### src/core/ccm_pkg.sv
package ccm_pkg;
  // Register byte offsets on the bus
  localparam logic [7:0] A_CTRL = 8'h00;
  localparam logic [7:0] A_GMODE = 8'h04;
  localparam logic [7:0] A_RUN = 8'h08;
  localparam logic [7:0] A_OVF = 8'h0c;
  localparam logic [7:0] A_OVF_EN = 8'h10;
  localparam logic [7:0] A_MODE = 8'h20;
  localparam logic [7:0] A_UCFG = 8'h40;
  localparam logic [7:0] A_CNT = 8'h60;
  localparam logic [7:0] A_CMP_LO = 8'h80;
  localparam logic [7:0] A_CMP_HI = 8'ha0;
  localparam logic [7:0] A_STRIDE = 8'h04;
  // control_status_reg fields
  localparam int CTRL_OVF_BIT = 7;
  localparam int CTRL_RUN_BIT = 6;
  // global_mode_reg fields
  localparam int GM_IDLE_BIT = 7;
  localparam int GM_WDT_BIT = 6;
  localparam int GM_SRC_LSB = 1;
  localparam int GM_OVF_IE_BIT = 0;
  // per_unit_run_reg fields
  localparam int RUN_PUM_BIT = 7;
  // Per-unit config fields
  localparam int UCFG_IDLE_BIT = 3;
  // module_mode_reg fields
  localparam int MD_ECOM = 6;
  localparam int MD_CAPP = 5;
  localparam int MD_CAPN = 4;
  localparam int MD_MAT = 3;
  localparam int MD_TOG = 2;
  localparam int MD_PWM = 1;
  localparam int MD_IE = 0;
  localparam int MD_PIN_LVL = 8;
  localparam int MD_PIN_FORCE = 9;
  // Reset values
  localparam logic [7:0] RST_BYTE = 8'h00;
  localparam logic [15:0] RST_COUNT = 16'h0000;
  // Timing: oscillator periods per peripheral cycle and high-byte delay
  localparam logic [3:0] PERIPH_LAST = 4'hb;
  localparam int HIGH_INC_DELAY = 2;
  // Byte values for the low and high bytes
  localparam logic [7:0] BYTE_MAX = 8'hff;
  localparam logic [7:0] BYTE_ZERO = 8'h00;
  // Clock source selections
  localparam logic [2:0] SRC_OSC12 = 3'h0;
  localparam logic [2:0] SRC_OSC4 = 3'h1;
  localparam logic [2:0] SRC_T0 = 3'h2;
  localparam logic [2:0] SRC_EXT = 3'h3;
  localparam logic [2:0] SRC_FAST4 = 3'h4;
  localparam logic [2:0] SRC_T1 = 3'h5;
  localparam logic [2:0] SRC_RSVD = 3'h6;
  localparam logic [2:0] SRC_BAUD = 3'h7;

  typedef struct packed {
    logic mode_we;
    logic lo_we;
    logic hi_we;
    logic [9:0] data;
  } ccm_wr_t;
endpackage

### src/core/ccm_counter.sv
`timescale 1ns/1ps
module ccm_counter
  import ccm_pkg::*;
(
  input wire logic clk,
  input wire logic rstn,
  input wire logic tick,
  input wire logic run,
  input wire logic wr_en,
  input wire logic [15:0] wr_data,
  output logic [15:0] count,
  output logic low_roll,
  output logic ovf
);
  logic [7:0] lo_q;
  logic [7:0] hi_q;
  logic [HIGH_INC_DELAY-1:0] dly_q;
  logic ovf_q;

  assign low_roll = run && tick && (lo_q == BYTE_MAX);
  assign count = {hi_q, lo_q};
  assign ovf = ovf_q;

  always_ff @(posedge clk or negedge rstn) begin
    if (!rstn) begin
      lo_q <= RST_COUNT[7:0];
    end else if (wr_en && !run) begin
      lo_q <= wr_data[7:0];
    end else if (run && tick) begin
      lo_q <= lo_q + 8'h01;
    end
  end

  // High byte follows a low-byte wrap after a fixed delay
  always_ff @(posedge clk or negedge rstn) begin
    if (!rstn) begin
      dly_q <= '0;
    end else begin
      dly_q <= {dly_q[HIGH_INC_DELAY-2:0], low_roll};
    end
  end

  always_ff @(posedge clk or negedge rstn) begin
    if (!rstn) begin
      hi_q <= RST_COUNT[15:8];
    end else if (wr_en && !run) begin
      hi_q <= wr_data[15:8];
    end else if (dly_q[HIGH_INC_DELAY-1]) begin
      hi_q <= hi_q + 8'h01;
    end
  end

  always_ff @(posedge clk or negedge rstn) begin
    if (!rstn) begin
      ovf_q <= 1'b0;
    end else begin
      ovf_q <= dly_q[HIGH_INC_DELAY-1] && (hi_q == BYTE_MAX);
    end
  end
endmodule

### src/core/ccm_module.sv
`timescale 1ns/1ps
module ccm_module
  import ccm_pkg::*;
#(
  parameter bit IS_WDT = 1'b0
) (
  input wire logic clk,
  input wire logic rstn,
  input wire ccm_pkg::ccm_wr_t wr,
  input wire logic [15:0] count,
  input wire logic cmp_strobe,
  input wire logic low_roll,
  input wire logic pin_in,
  output logic pin_out,
  output logic pin_oe,
  output logic [7:0] mode,
  output logic [15:0] cmp,
  output logic flag_set,
  output logic wdt_match
);
  logic [6:0] mode_q;
  logic [7:0] lo_q;
  logic [7:0] hi_q;
  logic pin_q;
  logic s1_q, s2_q, s3_q;
  logic eq_seen_q;
  logic cap_mode, cmp_mode, pwm_mode, edge_hit, eq, match;

  assign mode = {1'b0, mode_q};
  assign cmp = {hi_q, lo_q};
  assign pin_out = pin_q;
  assign cap_mode = (mode_q[MD_CAPP] | mode_q[MD_CAPN]) & ~mode_q[MD_MAT] & ~mode_q[MD_TOG]
                    & ~mode_q[MD_PWM];
  // Other bit patterns do nothing defined
  assign cmp_mode = mode_q[MD_ECOM] & mode_q[MD_MAT] & ~mode_q[MD_PWM] & ~mode_q[MD_CAPP]
                    & ~mode_q[MD_CAPN];
  assign pwm_mode = mode_q[MD_ECOM] & mode_q[MD_PWM] & ~mode_q[MD_MAT] & ~mode_q[MD_TOG]
                    & ~mode_q[MD_CAPP] & ~mode_q[MD_CAPN];
  assign pin_oe = (cmp_mode & mode_q[MD_TOG]) | pwm_mode;
  assign edge_hit = cap_mode & ((mode_q[MD_CAPP] & s2_q & ~s3_q)
                    | (mode_q[MD_CAPN] & ~s2_q & s3_q));
  assign eq = (count == cmp);
  // One event per arrival at the compare value, sampled at the compare rate
  assign match = cmp_mode & cmp_strobe & eq & ~eq_seen_q;
  assign flag_set = edge_hit | match;
  assign wdt_match = IS_WDT & match;

  always_ff @(posedge clk or negedge rstn) begin
    if (!rstn) begin
      s1_q <= 1'b0;
      s2_q <= 1'b0;
      s3_q <= 1'b0;
    end else begin
      s1_q <= pin_in;
      s2_q <= s1_q;
      s3_q <= s2_q;
    end
  end

  always_ff @(posedge clk or negedge rstn) begin
    if (!rstn) begin
      eq_seen_q <= 1'b0;
    end else if (cmp_strobe) begin
      eq_seen_q <= eq;
    end
  end

  always_ff @(posedge clk or negedge rstn) begin
    if (!rstn) begin
      mode_q <= RST_BYTE[6:0];
    end else if (wr.mode_we) begin
      mode_q <= wr.data[6:0];
    end else if (wr.lo_we) begin
      mode_q[MD_ECOM] <= 1'b0;
    end else if (wr.hi_we) begin
      mode_q[MD_ECOM] <= 1'b1;
    end
  end

  always_ff @(posedge clk or negedge rstn) begin
    if (!rstn) begin
      lo_q <= RST_BYTE;
    end else if (edge_hit) begin
      lo_q <= count[7:0];
    end else if (wr.lo_we) begin
      lo_q <= wr.data[7:0];
    end else if (pwm_mode && low_roll) begin
      lo_q <= hi_q;
    end
  end

  always_ff @(posedge clk or negedge rstn) begin
    if (!rstn) begin
      hi_q <= RST_BYTE;
    end else if (edge_hit) begin
      hi_q <= count[15:8];
    end else if (wr.hi_we) begin
      hi_q <= wr.data[7:0];
    end
  end

  always_ff @(posedge clk or negedge rstn) begin
    if (!rstn) begin
      pin_q <= 1'b0;
    end else if (wr.mode_we && wr.data[MD_PIN_FORCE]) begin
      pin_q <= wr.data[MD_PIN_LVL];
    end else if (pwm_mode && low_roll) begin
      pin_q <= (hi_q == BYTE_ZERO);
    end else if (pwm_mode) begin
      pin_q <= (count[7:0] >= lo_q);
    end else if (match && mode_q[MD_TOG]) begin
      pin_q <= ~pin_q;
    end
  end
endmodule

### src/core/ccm_top.sv
// Chosen here: the placing of the registers and the AHB-Lite slave port.
`timescale 1ns/1ps
module ccm_top
  import ccm_pkg::*;
#(
  parameter int NUM_UNITS = 5
) (
  input wire logic clk,
  input wire logic rstn,
  input wire logic hsel,
  input wire logic [31:0] haddr,
  input wire logic [1:0] htrans,
  input wire logic hwrite,
  input wire logic [2:0] hsize,
  input wire logic [31:0] hwdata,
  input wire logic hready,
  output logic hreadyout,
  output logic hresp,
  output logic [31:0] hrdata,
  input wire logic cpu_idle,
  input wire logic ext_counter_mode,
  input wire logic timer0_ovf,
  input wire logic timer1_ovf,
  input wire logic baud_tick,
  input wire logic ext_count_tick,
  input wire logic [NUM_UNITS-1:0] module_pin_in,
  output logic [NUM_UNITS-1:0] module_pin_out,
  output logic [NUM_UNITS-1:0] module_pin_oe,
  output logic irq_general,
  output logic [NUM_UNITS-1:1] irq_module,
  output logic device_reset_req
);
  import ccm_pkg::*;

  ////////////////////////////////////////////////////////////////////////////////
  // Parameter check

  if (NUM_UNITS < 2 || NUM_UNITS > 8) begin : g_bad
    $error("NUM_UNITS must lie between 2 and 8");
  end

  ////////////////////////////////////////////////////////////////////////////////
  // Bus slave

  logic wr_pend_q;
  logic [7:0] wr_addr_q;
  logic [31:0] hrdata_q;
  logic [31:0] rdata_d;
  logic take;
  logic [7:0] wdat;

  assign take = hsel && hready && htrans[1];
  assign hreadyout = 1'b1;
  assign hresp = 1'b0;
  assign hrdata = hrdata_q;
  assign wdat = hwdata[7:0];

  always_ff @(posedge clk or negedge rstn) begin
    if (!rstn) begin
      wr_pend_q <= 1'b0;
      wr_addr_q <= 8'h00;
    end else begin
      wr_pend_q <= take && hwrite;
      wr_addr_q <= haddr[7:0];
    end
  end

  always_ff @(posedge clk or negedge rstn) begin
    if (!rstn) begin
      hrdata_q <= 32'h0000_0000;
    end else if (take && !hwrite) begin
      hrdata_q <= rdata_d;
    end
  end

  ////////////////////////////////////////////////////////////////////////////////
  // Global registers

  logic [NUM_UNITS-1:0] mflag_q;
  logic ovf_flag_q;
  logic run_q;
  logic [7:0] gmode_q;
  logic pum_q;
  logic [NUM_UNITS-1:0] urun_q;
  logic [NUM_UNITS-1:0] uovf_q;
  logic [NUM_UNITS-1:0] uovf_en_q;
  logic [3:0] ucfg_q [NUM_UNITS];
  logic [NUM_UNITS-1:0] flag_set;
  logic [NUM_UNITS-1:0] cnt_ovf;
  logic [NUM_UNITS-1:0] wdt_match;
  logic [NUM_UNITS-1:0] irq_en;
  logic per_unit;
  logic we_ctrl, we_gmode, we_run, we_ovf, we_ovf_en;

  assign we_ctrl = wr_pend_q && (wr_addr_q == A_CTRL);
  assign we_gmode = wr_pend_q && (wr_addr_q == A_GMODE);
  assign we_run = wr_pend_q && (wr_addr_q == A_RUN);
  assign we_ovf = wr_pend_q && (wr_addr_q == A_OVF);
  assign we_ovf_en = wr_pend_q && (wr_addr_q == A_OVF_EN);
  assign per_unit = pum_q && !ext_counter_mode;

  // Flags: software writes, hardware only sets; a set wins over a clear
  always_ff @(posedge clk or negedge rstn) begin
    if (!rstn) begin
      mflag_q <= '0;
    end else if (we_ctrl) begin
      mflag_q <= hwdata[NUM_UNITS-1:0] | flag_set;
    end else begin
      mflag_q <= mflag_q | flag_set;
    end
  end

  always_ff @(posedge clk or negedge rstn) begin
    if (!rstn) begin
      ovf_flag_q <= 1'b0;
      run_q <= 1'b0;
    end else begin
      if (we_ctrl) begin
        ovf_flag_q <= wdat[CTRL_OVF_BIT] | (cnt_ovf[0] & !per_unit);
        run_q <= wdat[CTRL_RUN_BIT];
      end else begin
        ovf_flag_q <= ovf_flag_q | (cnt_ovf[0] & !per_unit);
      end
    end
  end

  always_ff @(posedge clk or negedge rstn) begin
    if (!rstn) begin
      gmode_q <= RST_BYTE;
    end else if (we_gmode) begin
      gmode_q <= wdat;
    end
  end

  always_ff @(posedge clk or negedge rstn) begin
    if (!rstn) begin
      pum_q <= 1'b0;
      urun_q <= '0;
    end else if (we_run) begin
      pum_q <= wdat[RUN_PUM_BIT];
      urun_q <= hwdata[NUM_UNITS-1:0];
    end
  end

  always_ff @(posedge clk or negedge rstn) begin
    if (!rstn) begin
      uovf_q <= '0;
    end else if (we_ovf) begin
      uovf_q <= hwdata[NUM_UNITS-1:0] | (cnt_ovf & {NUM_UNITS{per_unit}});
    end else begin
      uovf_q <= uovf_q | (cnt_ovf & {NUM_UNITS{per_unit}});
    end
  end

  always_ff @(posedge clk or negedge rstn) begin
    if (!rstn) begin
      uovf_en_q <= '0;
    end else if (we_ovf_en) begin
      uovf_en_q <= hwdata[NUM_UNITS-1:0];
    end
  end

  ////////////////////////////////////////////////////////////////////////////////
  // Prescaler: one peripheral cycle is twelve oscillator periods

  logic [3:0] presc_q;
  logic tick12, tick4, tick2;

  always_ff @(posedge clk or negedge rstn) begin
    if (!rstn) begin
      presc_q <= 4'h0;
    end else if (presc_q == PERIPH_LAST) begin
      presc_q <= 4'h0;
    end else begin
      presc_q <= presc_q + 4'h1;
    end
  end

  assign tick12 = (presc_q == PERIPH_LAST);
  assign tick4 = (presc_q[1:0] == 2'h3);
  assign tick2 = presc_q[0];

  function automatic logic src_pulse(input logic [2:0] sel, input logic t12, input logic t4,
                                     input logic t0, input logic ext, input logic t1,
                                     input logic baud);
    logic p;
    p = 1'b0;
    unique case (sel)
      SRC_OSC12: p = t12;
      SRC_OSC4: p = t4;
      SRC_T0: p = t0;
      SRC_EXT: p = ext;
      SRC_FAST4: p = t4;
      SRC_T1: p = t1;
      SRC_RSVD: p = 1'b0;
      SRC_BAUD: p = baud;
    endcase
    return p;
  endfunction

  ////////////////////////////////////////////////////////////////////////////////
  // Units: counter plus compare/capture module

  logic [15:0] count [NUM_UNITS];
  logic [15:0] cmp [NUM_UNITS];
  logic [7:0] mode [NUM_UNITS];
  logic [NUM_UNITS-1:0] low_roll;
  logic [NUM_UNITS-1:0] run;

  for (genvar i = 0; i < NUM_UNITS; i++) begin : g_unit
    localparam logic [7:0] OFS = 8'(i * 4);
    logic [2:0] sel;
    logic tick;
    logic cnt_we;
    logic [15:0] tb;
    logic tb_roll;
    ccm_wr_t wr;

    always_ff @(posedge clk or negedge rstn) begin
      if (!rstn) begin
        ucfg_q[i] <= 4'h0;
      end else if (wr_pend_q && (wr_addr_q == A_UCFG + OFS)) begin
        ucfg_q[i] <= wdat[3:0];
      end
    end

    assign sel = per_unit ? ucfg_q[i][2:0] : {1'b0, gmode_q[GM_SRC_LSB+1:GM_SRC_LSB]};
    assign tick = src_pulse(sel, tick12, tick4, timer0_ovf, ext_count_tick, timer1_ovf,
                            baud_tick);
    if (i == 0) begin : g_shared
      assign run[i] = per_unit ? (urun_q[i] && !(cpu_idle && ucfg_q[i][UCFG_IDLE_BIT]))
                    : (run_q && !(cpu_idle && gmode_q[GM_IDLE_BIT]));
    end else begin : g_own
      assign run[i] = per_unit && urun_q[i] && !(cpu_idle && ucfg_q[i][UCFG_IDLE_BIT]);
    end
    assign cnt_we = wr_pend_q && (wr_addr_q == A_CNT + OFS);
    assign tb = per_unit ? count[i] : count[0];
    assign tb_roll = per_unit ? low_roll[i] : low_roll[0];
    assign irq_en[i] = mode[i][MD_IE];
    assign wr.mode_we = wr_pend_q && (wr_addr_q == A_MODE + OFS);
    assign wr.lo_we = wr_pend_q && (wr_addr_q == A_CMP_LO + OFS);
    assign wr.hi_we = wr_pend_q && (wr_addr_q == A_CMP_HI + OFS);
    assign wr.data = hwdata[9:0];

    ccm_counter u_cnt (
      .clk(clk),
      .rstn(rstn),
      .tick(tick),
      .run(run[i]),
      .wr_en(cnt_we),
      .wr_data(hwdata[15:0]),
      .count(count[i]),
      .low_roll(low_roll[i]),
      .ovf(cnt_ovf[i])
    );

    ccm_module #(
      .IS_WDT(i == NUM_UNITS - 1)
    ) u_mod (
      .clk(clk),
      .rstn(rstn),
      .wr(wr),
      .count(tb),
      .cmp_strobe(tick4),
      .low_roll(tb_roll),
      .pin_in(module_pin_in[i]),
      .pin_out(module_pin_out[i]),
      .pin_oe(module_pin_oe[i]),
      .mode(mode[i]),
      .cmp(cmp[i]),
      .flag_set(flag_set[i]),
      .wdt_match(wdt_match[i])
    );
  end

  ////////////////////////////////////////////////////////////////////////////////
  // Interrupt requests and watchdog reset

  always_comb begin
    if (per_unit) begin
      irq_general = (mflag_q[0] & irq_en[0]) | |(uovf_q & uovf_en_q);
      irq_module = mflag_q[NUM_UNITS-1:1] & irq_en[NUM_UNITS-1:1];
    end else begin
      irq_general = |(mflag_q & irq_en) | (ovf_flag_q & gmode_q[GM_OVF_IE_BIT]);
      irq_module = '0;
    end
  end

  // Pulse fed to the device reset tree like the external reset pin
  always_ff @(posedge clk or negedge rstn) begin
    if (!rstn) begin
      device_reset_req <= 1'b0;
    end else begin
      device_reset_req <= wdt_match[NUM_UNITS-1] && gmode_q[GM_WDT_BIT];
    end
  end

  ////////////////////////////////////////////////////////////////////////////////
  // Read mux, decoded in the address phase

  always_comb begin
    rdata_d = 32'h0000_0000;
    unique case (haddr[7:0])
      A_CTRL: begin
        rdata_d[NUM_UNITS-1:0] = mflag_q;
        rdata_d[CTRL_OVF_BIT] = ovf_flag_q;
        rdata_d[CTRL_RUN_BIT] = run_q;
      end
      A_GMODE: rdata_d[7:0] = gmode_q;
      A_RUN: begin
        rdata_d[NUM_UNITS-1:0] = urun_q;
        rdata_d[RUN_PUM_BIT] = pum_q;
      end
      A_OVF: rdata_d[NUM_UNITS-1:0] = uovf_q;
      A_OVF_EN: rdata_d[NUM_UNITS-1:0] = uovf_en_q;
      default: begin
        for (int k = 0; k < NUM_UNITS; k++) begin
          if (haddr[7:0] == A_MODE + 8'(k * 4)) begin
            rdata_d[7:0] = mode[k];
            rdata_d[MD_PIN_LVL] = module_pin_out[k];
          end
          if (haddr[7:0] == A_UCFG + 8'(k * 4)) begin
            rdata_d[3:0] = ucfg_q[k];
          end
          if (haddr[7:0] == A_CNT + 8'(k * 4)) begin
            rdata_d[15:0] = count[k];
          end
          if (haddr[7:0] == A_CMP_LO + 8'(k * 4)) begin
            rdata_d[7:0] = cmp[k][7:0];
          end
          if (haddr[7:0] == A_CMP_HI + 8'(k * 4)) begin
            rdata_d[7:0] = cmp[k][15:8];
          end
        end
      end
    endcase
  end
endmodule

### config.mk
export PLATFORM = sky130hd
export DESIGN_NAME = ccm_top
export DESIGN_NICKNAME = d
export VERILOG_FILES = /design/src/core/ccm_pkg.sv /design/src/core/ccm_counter.sv /design/src/core/ccm_module.sv /design/src/core/ccm_top.sv
export SDC_FILE = /design/constraint.sdc
export NUM_CORES = 1
export LEC_CHECK = 0
export BUFFER_PORTS_ARGS = -buffer_cell sky130_fd_sc_hd__buf_2
export CAP_MARGIN = 20
export CORE_ASPECT_RATIO = 1.25
export CORE_MARGIN = 5
export CORE_UTILIZATION = 57
export CTS_CLUSTER_SIZE = 28
export DETAILED_ROUTE_END_ITERATION = 6
export PLACE_DENSITY_LB_ADDON = 0.05
export SYNTH_ARGS = -nofsm -noshare
export SYNTH_HDL_FRONTEND = slang
export SYNTH_HIERARCHICAL = 1
export SYNTH_SLANG_ARGS = --single-unit
### constraint.sdc
create_clock -name clk -period 3.9 [get_ports clk]
set_clock_uncertainty 0.2 [all_clocks]
set_input_delay 0.195 -clock clk [delete_from_list [all_inputs] [get_ports clk]]
set_output_delay 0.195 -clock clk [all_outputs]
set_load 0.1 [all_outputs]
==> results of run 1 <==
==> placed cells by master, fill, tap and decap left out, types with 7 or more instances in the layout <==
master / instances
ha_1: 51
mux2_2: 78
xor2_1: 55
conb_1: 23
clkbuf_8: 8
and2_1: 7
buf_2: 71
a211oi_1: 35
o211ai_1: 11
o22ai_1: 23
o21ai_0: 155
dlygate4sd3_1: 22
nand3_1: 62
clkbuf_16: 37
and3_1: 17
or2_2: 9
o31ai_1: 11
a21oi_1: 173
inv_1: 58
nor4_1: 21
nor3_1: 26
nor2b_1: 33
dfrtp_1: 316
or3_1: 30
buf_4: 116
nand2b_1: 30
a31oi_1: 46
nor2_1: 193
nand2_1: 360
mux2i_1: 147
a222oi_1: 9
nand4_1: 39
or4_1: 7
a22oi_1: 35
o32ai_1: 7
xnor2_1: 23
nand3b_1: 10
a221oi_1: 11
==> area by class of cell <==
class                           instances  share of cell area
Clock buffer                           50              0.0448
Tap cell                              480              0.0255
Antenna cell                            2            0.000213
Multi-Input combinational cell       1879               0.513
Sequential cell                       316               0.336
Inverter                               58             0.00925
Timing Repair Buffer                  213              0.0647
Clock inverter                         10             0.00638
==> report_power, final <==
group	internal [uW]	leakage, uW	total [uW]	switching [uW]
Sequential	3570	0.00371	4090	520
Combinational	861	0.00567	2540	1680
Clock	2140	0.000599	3540	1400
Total	6570	0.00998	10200	3590
==> per-layer routing <==
metal | vias up | global-route usage | share of wire
li1 | 8837 | - | -
met1 | 9782 | 0.499 | 0.37
met2 | 1211 | 0.638 | 0.45
met3 | 389 | 0.0762 | 0.095
met4 | 0 | 0.283 | 0.087
met5 | - | 0 | 0
==> worst reg2reg max path: cells and delay by family (launching register included) <==
family	cells	cell delay (ps)
flops	1	410
compound gates	4	620
simple gates	8	1430
buf+inv	3	630
mux	2	350
==> stage by stage <==
step	cell area [um2]	std cells	setup TNS [ps]	worst slack (ps)
CTS	23500	3002	0	108
finish	23500	3008	0	180
floorplan	21000	2425	0	428
detailed placement	22100	2920	0	174
global placement	22100	2920	0	280
global route	23500	3006	-2.06	-2.06
==> what timing repair did <==
action,4_1_cts,5_1_grt
buffers inserted,0,4
gates resized for setup,0,2
endpoints found under the hold margin,130,0
setup endpoints to repair,0,33
hold buffers,22,0
==> worst paths after layout <==
| kind | slack [ps] | to | cells after the start | startpoint |
|---|---|---|---|---|
| max | 180 | g_unit[1].u_mod/lo_q[1]$_DFFE_PN0P_ | 17 | pum_q$_DFFE_PN0P_ |
| min | 30 | g_unit[0].u_cnt/hi_q[1]$_DFFE_PN0P_ | 3 | hwdata[9] |
| max reg2reg | 180 | g_unit[1].u_mod/lo_q[1]$_DFFE_PN0P_ | 17 | pum_q$_DFFE_PN0P_ |
| min reg2reg | 140 | g_unit[2].u_mod/s2_q$_DFF_PN0_ | 0 | g_unit[2].u_mod/s1_q$_DFF_PN0_ |
| max in group asynchronous | 2380 | g_unit[4].u_cnt/hi_q[7]$_DFFE_PN0P_ | 3 | rstn |
| min in group asynchronous | 80 | ucfg_q[14]$_DFFE_PN0P_ | 2 | rstn |
==> flip-flops by register name, indices dropped and copies added, names as in the netlist, 8 cells and up <==
| register | cells |
|---|---|
| g_unit.u_mod/hi_q | 40 |
| g_unit.u_cnt/lo_q | 40 |
| hrdata | 16 |
| g_unit.u_cnt/dly_q | 10 |
| g_unit.u_mod/lo_q | 40 |
| wr_addr_q | 8 |
| g_unit.u_mod/mode_q | 35 |
| gmode_q | 8 |
| ucfg_q | 20 |
| g_unit.u_cnt/hi_q | 40 |
==> metrics.cfg, run 1 <==
[power]
p_leak_uw=0.00998
power_density_nw_per_um2=432
ir_drop_mv=0.401
fin_total_pwr_uw=10200

[setup_path]
critPathMaxFanout=7
crit_buf_inv=3
critical_path_class=flop to flop
arrival_ps=3960
required_ps=4140
crit_family=simple AND/OR/NAND/NOR gates
path_cells=nand2b_1 -> and2_1 -> a21oi_1 -> mux2i_1 -> a211oi_1 -> a41oi_1 -> o22ai_2 -> buf_4 -> nand4_4 -> nor3_1 -> nand2_1 -> buf_4 -> nand2_1 -> nand4_1 -> or3b_1 -> buf_4 -> mux2i_1
cp-start-kind=flop
end_kind=flop
critPathMaxStageDelay_ps=410
crit_top_cell=buf_4
critPathSlowestCell=dfrtp_1

[die]
boundaryPins=135
dieArea_um2=40700
std_cell_rows=78
start_util=0.577
die_w_um=182
coreArea_um2=36300
chipHeight_um=224

[drt]
dr.first_iter.drc_count=2050
viasPerCell=6.72
drtPass1Iterations=7
detail-route-antenna-nets=0
drcViolationCount=2
avgRoutedWirePerCell_um=28.0
vias=20200
wirelength_um=84400

[clock_network]
clkTransAtPathRegs_ps=60
clock-sinks=316
htree_levels=2
ctsLongestPathBuffers=3
cts_buffers=36
cts_root_buffer=clkbuf_16
insertion_delay_ps=540
cts_tree=done

[grt]
overflow=0
grt_pass1_wl_um=125000
grt.total_usage=0.403
grt_pass1_vias=19900
grt_max_degree=88
grt_antenna_before_repair=3

[timing]
relSlewSlack=0.303
hold_viol=0
setup_viol=0
worst_pin_slew_ps=1050
maxSlewViolCount=0
max_freq_mhz=269
whs_ps=25.2
period_minus_slack_ps=3720
fin_crit_sh=0.954

[logic_synthesis]
ys_warn_count=6
avgSynthCellArea_um2=8.70
synthesis.area_um2=21000
synth_cells=2409

[run]
cap_violations=0

[layout]
multi_input_area_um2=12100
syn2layout_area_growth_pct=12.2
regArea_um2=7910
finish.utilization=0.648
fillers=3064
drive_above_1_share=0.152
layout.nets=2640

[placed_design]
port_buffers=72
place_hpwl_um=61400
gp_congestion=1.06

[status]
outcome=finished with violations
violations=design-rule violations

[min_path]
hold_path_class=input pin to flop

No activity file was read; power rests on OpenSTA's default activity.
==> inputs of run 2 (changes only) <==
--- a/config.mk
+++ b/config.mk
@@ -9,7 +9,7 @@
 export CAP_MARGIN = 20
 export CORE_ASPECT_RATIO = 1.25
 export CORE_MARGIN = 5
-export CORE_UTILIZATION = 57
+export CORE_UTILIZATION = 35
 export CTS_CLUSTER_SIZE = 28
 export DETAILED_ROUTE_END_ITERATION = 6
 export PLACE_DENSITY_LB_ADDON = 0.05
==> run 2 against run 1 <==
  * The run now ends clean
  * Total power rose by 3.6%
  * Critical path depth fell by 6
  * Worst hold slack improved by 20 ps
  * Fmax fell by 0.24%
  * Clock-buffer cell count rose by 12
  * First-iteration DRC count fell by 9.2%
==> metrics.cfg, run 2 (same netlist as run 1, synthesis figures left out) <==
[power]
pwr-share-seq=0.389
p_switching_uw=3820
power_frac_comb=0.242
pwr-share-clk=0.370
p_int_uw=6710
p_leak_uw=0.0101
swShare=0.363
power_density_nw_per_um2=436
ir_drop_mv=0.329

[clock_network]
cts_root_buffer=clkbuf_16
cts_tree=done
cts_buffers=41
clkTransAtPathRegs_ps=60
insertion_delay_ps=580
clock-sinks=316
htree_levels=2
ctsLongestPathBuffers=3

[layout]
antenna_cells=0
mostFrequentLayoutCells=nand2_1 (360), dfrtp_1 (316), nor2_1 (193)
multi_input_area_um2=12100
layout.cells.non_filler=3314
regArea_um2=7910
drive_above_1_share=0.158
layout.nets=2655
layout_commonest_cell=nand2_1
fillers=6053
fin_area_um2=24100
syn2layout_area_growth_pct=15.2

[timing]
fin_tns_setup_ps=0
rsz0062_at_grt=no
relSlewSlack=0.277
maxSlewViolCount=0
setup_viol=0
max_freq_mhz=268
whs_ps=45.4
hold_viol=0
period_minus_slack_ps=3730
worst_pin_slew_ps=1080
fin_crit_sh=0.956

[status]
outcome=finished, final reports clean

[drt]
viasPerCell=5.94
drtPass1Iterations=5
drcViolationCount=0
wirelength_um=92900
dr.first_iter.drc_count=1862
avgRoutedWirePerCell_um=28.0
detail-route-antenna-nets=0
vias=19700

[setup_path]
reg2reg_depth=11
end_kind=flop
critPathMaxStageDelay_ps=600
r2r_slack_ps=170
timing.rr.end=mflag_q[4]$_DFF_PN0_
critPathSlowestCell=or4b_4
cp-start-kind=flop
path_cells=nand2b_1 -> buf_4 -> nand2_1 -> nand2_1 -> ha_1 -> nand4_2 -> or4b_4 -> nor4_4 -> buf_4 -> or2_1 -> a211o_1
required_ps=4210
arrival_ps=4040
critical_path_class=flop to flop
crit-reg2reg-launch=pum_q$_DFFE_PN0P_
crit_buf_inv=2
crit_family=simple AND/OR/NAND/NOR gates
critPathMaxFanout=22

[grt]
grt.total_usage=0.276
grt_pass1_wl_um=135000
grt_pass1_vias=19200
grt_antenna_before_repair=1
grt_max_degree=97
overflow=0

[die]
die_w_um=229
std_cell_rows=100
boundaryPins=135
dieArea_um2=64900
chipHeight_um=284
start_util=0.353
coreArea_um2=59400

[min_path]
worstHoldPathCells=3
min_to=g_unit[0].u_cnt/lo_q[7]$_DFFE_PN0P_
hold_path_class=input pin to flop
min_from=hwdata[7]

[placed_design]
place_area_um2=22500
gp_congestion=0.942
dp_cells=3216
place_hpwl_um=68300
port_buffers=72

[run]
cap_violations=0

[run 2: area by class of cell]
cell class	count	share of cell area
multi-input combinational	1879	0.501
clock inverter	11	0.00565
clock buffer	62	0.0503
inverter	58	0.00902
tap	765	0.0396
sequential	316	0.327
timing repair buffer	223	0.0673
[run 2: worst max-delay path by stage]
stage | from | end | slack [ps] | depth (start not counted)
3_5_place_dp | pum_q$_DFFE_PN0P_ | g_unit[3].u_mod/lo_q[7]$_DFFE_PN0P_ | 120 | 16
2_1_floorplan | pum_q$_DFFE_PN0P_ | irq_general | 430 | 6
6_report | pum_q$_DFFE_PN0P_ | mflag_q[4]$_DFF_PN0_ | 170 | 11
3_3_place_gp | ext_counter_mode | mflag_q[4]$_DFF_PN0_ | 220 | 12
5_1_grt | pum_q$_DFFE_PN0P_ | g_unit[1].u_mod/lo_q[5]$_DFFE_PN0P_ | 9 | 16
4_1_cts | pum_q$_DFFE_PN0P_ | g_unit[3].u_mod/lo_q[5]$_DFFE_PN0P_ | 120 | 16
[run 2: metrics by stage]
step	total power [uW]	util	setup slack [ps]
finish	10500	0.406	171
CTS	10600	0.406	121
global route	11000	0.406	8.91
floorplan	5570	-	428
global placement	6610	0.379	220
detailed placement	6640	0.379	123
[run 2: timing repair]
action,4_1_cts,5_1_grt
resized for setup,0,3
setup endpoints to repair,0,20
buffers inserted,0,2
hold buffers,23,0
hold endpoints to repair,146,0
[run 2: routing by layer]
| metal | up-vias | track usage | wire length, um |
|---|---|---|---|
| met5 | - | 0 | 0 |
| met4 | 0 | 0.133 | 5230 |
| met3 | 216 | 0.0339 | 4810 |
| met2 | 741 | 0.463 | 44400 |
| met1 | 9865 | 0.356 | 38500 |
| li1 | 8859 | - | - |
[run 2: worst register-to-register path: stages, from the launching register on]
cell,delay [ps]
dfrtp_1,410
nand2b_1,120
buf_4,250
nand2_1,490
nand2_1,190
ha_1,350
nand4_2,170
or4b_4,600
nor4_4,430
buf_4,190
or2_1,140
a211o_1,120
[run 2: power groups by stage]
stage / Combinational (uW) / Sequential (uW) / Clock (uW)
finish: 2550 / 4090 / 3890
global route: 2750 / 4120 / 4090
CTS: 2520 / 4090 / 3970
detailed placement: 2490 / 4140 / 0
global placement: 2470 / 4140 / 0
floorplan: 1430 / 4150 / 0
==> inputs of run 3 (changes only) <==
==> constraint.sdc (replaced) <==
create_clock -name clk -period 3.5 [get_ports clk]
set_clock_uncertainty 0.2 [all_clocks]
set_input_delay 0.175 -clock clk [delete_from_list [all_inputs] [get_ports clk]]
set_output_delay 0.175 -clock clk [all_outputs]
set_load 0.1 [all_outputs]
==> run 3 against run 2 <==
  * First-iteration DRC count down 3.4%
  * Global-route usage up 0.61 points
  * Wire length up 1.9%
  * Total power up 14%
  * Clock-buffer cell count down 6
  * Worst setup slack worse by 78 ps
  * Combinational power up 13%
  * Register-to-register slack worse by 80 ps
  * Clock power up 15%
==> metrics.cfg, run 3 (same netlist as run 1, synthesis figures left out) <==
[status]
outcome=finished, final reports clean

[layout]
mostFrequentLayoutCells=nand2_1 (358), dfrtp_1 (316), nor2_1 (193)
layout.cells.non_filler=3360
drive_above_1_share=0.178
syn2layout_area_growth_pct=17.7
layout_commonest_cell=nand2_1
layout.nets=2699
finish.utilization=0.415
fillers=6003
antenna_cells=0

[grt]
overflow=0
grt_max_degree=100
grt_pass1_vias=19500
grt_antenna_before_repair=0
grt_pass1_wl_um=138000
grt.total_usage=0.283

[power]
p_leak_uw=0.0104
ir_drop_mv=0.314
power_density_nw_per_um2=486
p_int_uw=7680
p_switching_uw=4300
power_frac_comb=0.241
pwr-share-clk=0.373
pwr-share-seq=0.386
swShare=0.359

[setup_path]
arrival_ps=3710
critical_path_class=flop to flop
required_ps=3800
end_kind=flop
cp-start-kind=flop
critPathMaxFanout=12

[timing]
maxSlewViolCount=0
relSlewSlack=0.243
fin_crit_sh=0.973
hold_viol=0
whs_ps=54.4
period_minus_slack_ps=3410
worst_pin_slew_ps=1140
setup_viol=0
max_freq_mhz=294

[clock_network]
insertion_delay_ps=570
ctsLongestPathBuffers=3
cts_root_buffer=clkbuf_16
htree_levels=2
cts_buffers=40
clkTransAtPathRegs_ps=60
cts_tree=done
clock-sinks=316

[drt]
avgRoutedWirePerCell_um=28.2
wirelength_um=94600
detail-route-antenna-nets=0
drcViolationCount=0
vias=19600
viasPerCell=5.84
dr.first_iter.drc_count=1798
drtPass1Iterations=6

[placed_design]
gp_congestion=0.955
port_buffers=72
dp_cells=3253
place_hpwl_um=70100

[die]
std_cell_rows=100
die_w_um=229
coreArea_um2=59400
chipHeight_um=284
start_util=0.353
dieArea_um2=64900
boundaryPins=135

[run]
cap_violations=0

[min_path]
hold_path_class=input pin to asynchronous set/reset pin

-- run 3: repair_timing --
item                                    CTS  global route
pin swaps                                 0             8
endpoints found under the setup margin   28            39
resized for setup                         7            23
hold buffers                             30             0
endpoints found under the hold margin   163             0
setup buffers                             0             3
-- run 3: path summary, 6_finish.rpt --
| kind | startpoint | end | slack, ps | cells after the start |
|---|---|---|---|---|
| setup reg to reg | pum_q$_DFFE_PN0P_ | mflag_q[4]$_DFF_PN0_ | 90 | 11 |
| hold reg to reg | g_unit[2].u_cnt/dly_q[0]$_DFF_PN0_ | g_unit[2].u_cnt/dly_q[1]$_DFF_PN0_ | 150 | 0 |
| min in group clk | hwdata[7] | g_unit[4].u_cnt/lo_q[7]$_DFFE_PN0P_ | 60 | 3 |
| hold / removal | rstn | device_reset_req$_DFF_PN0_ | 50 | 2 |
| setup / recovery | pum_q$_DFFE_PN0P_ | mflag_q[4]$_DFF_PN0_ | 90 | 11 |
| max in group asynchronous | rstn | g_unit[2].u_mod/hi_q[5]$_DFFE_PN0P_ | 1990 | 3 |
-- run 3: layout make-up --
class / instances / area, um2 / share of cell area
clock buffers: 56 / 1160 / 0.0471
clock inverters: 18 / 235 / 0.00953
inverters: 58 / 218 / 0.00882
multi-input cells: 1879 / 12200 / 0.494
flip-flops and latches: 316 / 7910 / 0.320
well taps: 765 / 957 / 0.0388
repair buffers: 268 / 2020 / 0.0817
-- run 3: worst max-delay path, stage by stage, from the launching register on --
cell	delay [ps]
dfrtp_1	390
nand2b_1	140
buf_4	220
buf_4	210
nand2_1	300
nand2_1	130
ha_1	350
nand4_2	140
or4b_4	580
nor4_4	340
or2_1	210
a211o_1	110
-- run 3: metrics by stage --
stage          TNS (ps)  worst slack, ps  instance area [um2]  total power [uW]
2_1_floorplan         0             32.3                21000              6210
3_3_place_gp      -1320             -170                22800              7460
3_5_place_dp      -2360             -236                22800              7480
4_1_cts               0             16.1                24600             12000
5_1_grt            -346            -48.9                24700             12500
6_report              0             93.0                24700             12000
-- run 3: power groups by stage --
stage                     clock (uW)  sequential [uW]  combinational, uW
after detailed placement           0             4680               2800
after global placement             0             4680               2770
after floorplan                    0             4620               1590
final                           4470             4620               2890
after CTS                       4570             4620               2840
after global routing            4720             4650               3120
-- run 3: layer usage --
metal | track usage | vias to the layer above | wire [um]
li1 | - | 8950 | -
met1 | 0.370 | 9763 | 39600
met2 | 0.476 | 731 | 45000
met3 | 0.0319 | 167 | 5160
met4 | 0.118 | 0 | 4800
met5 | 0 | - | 0
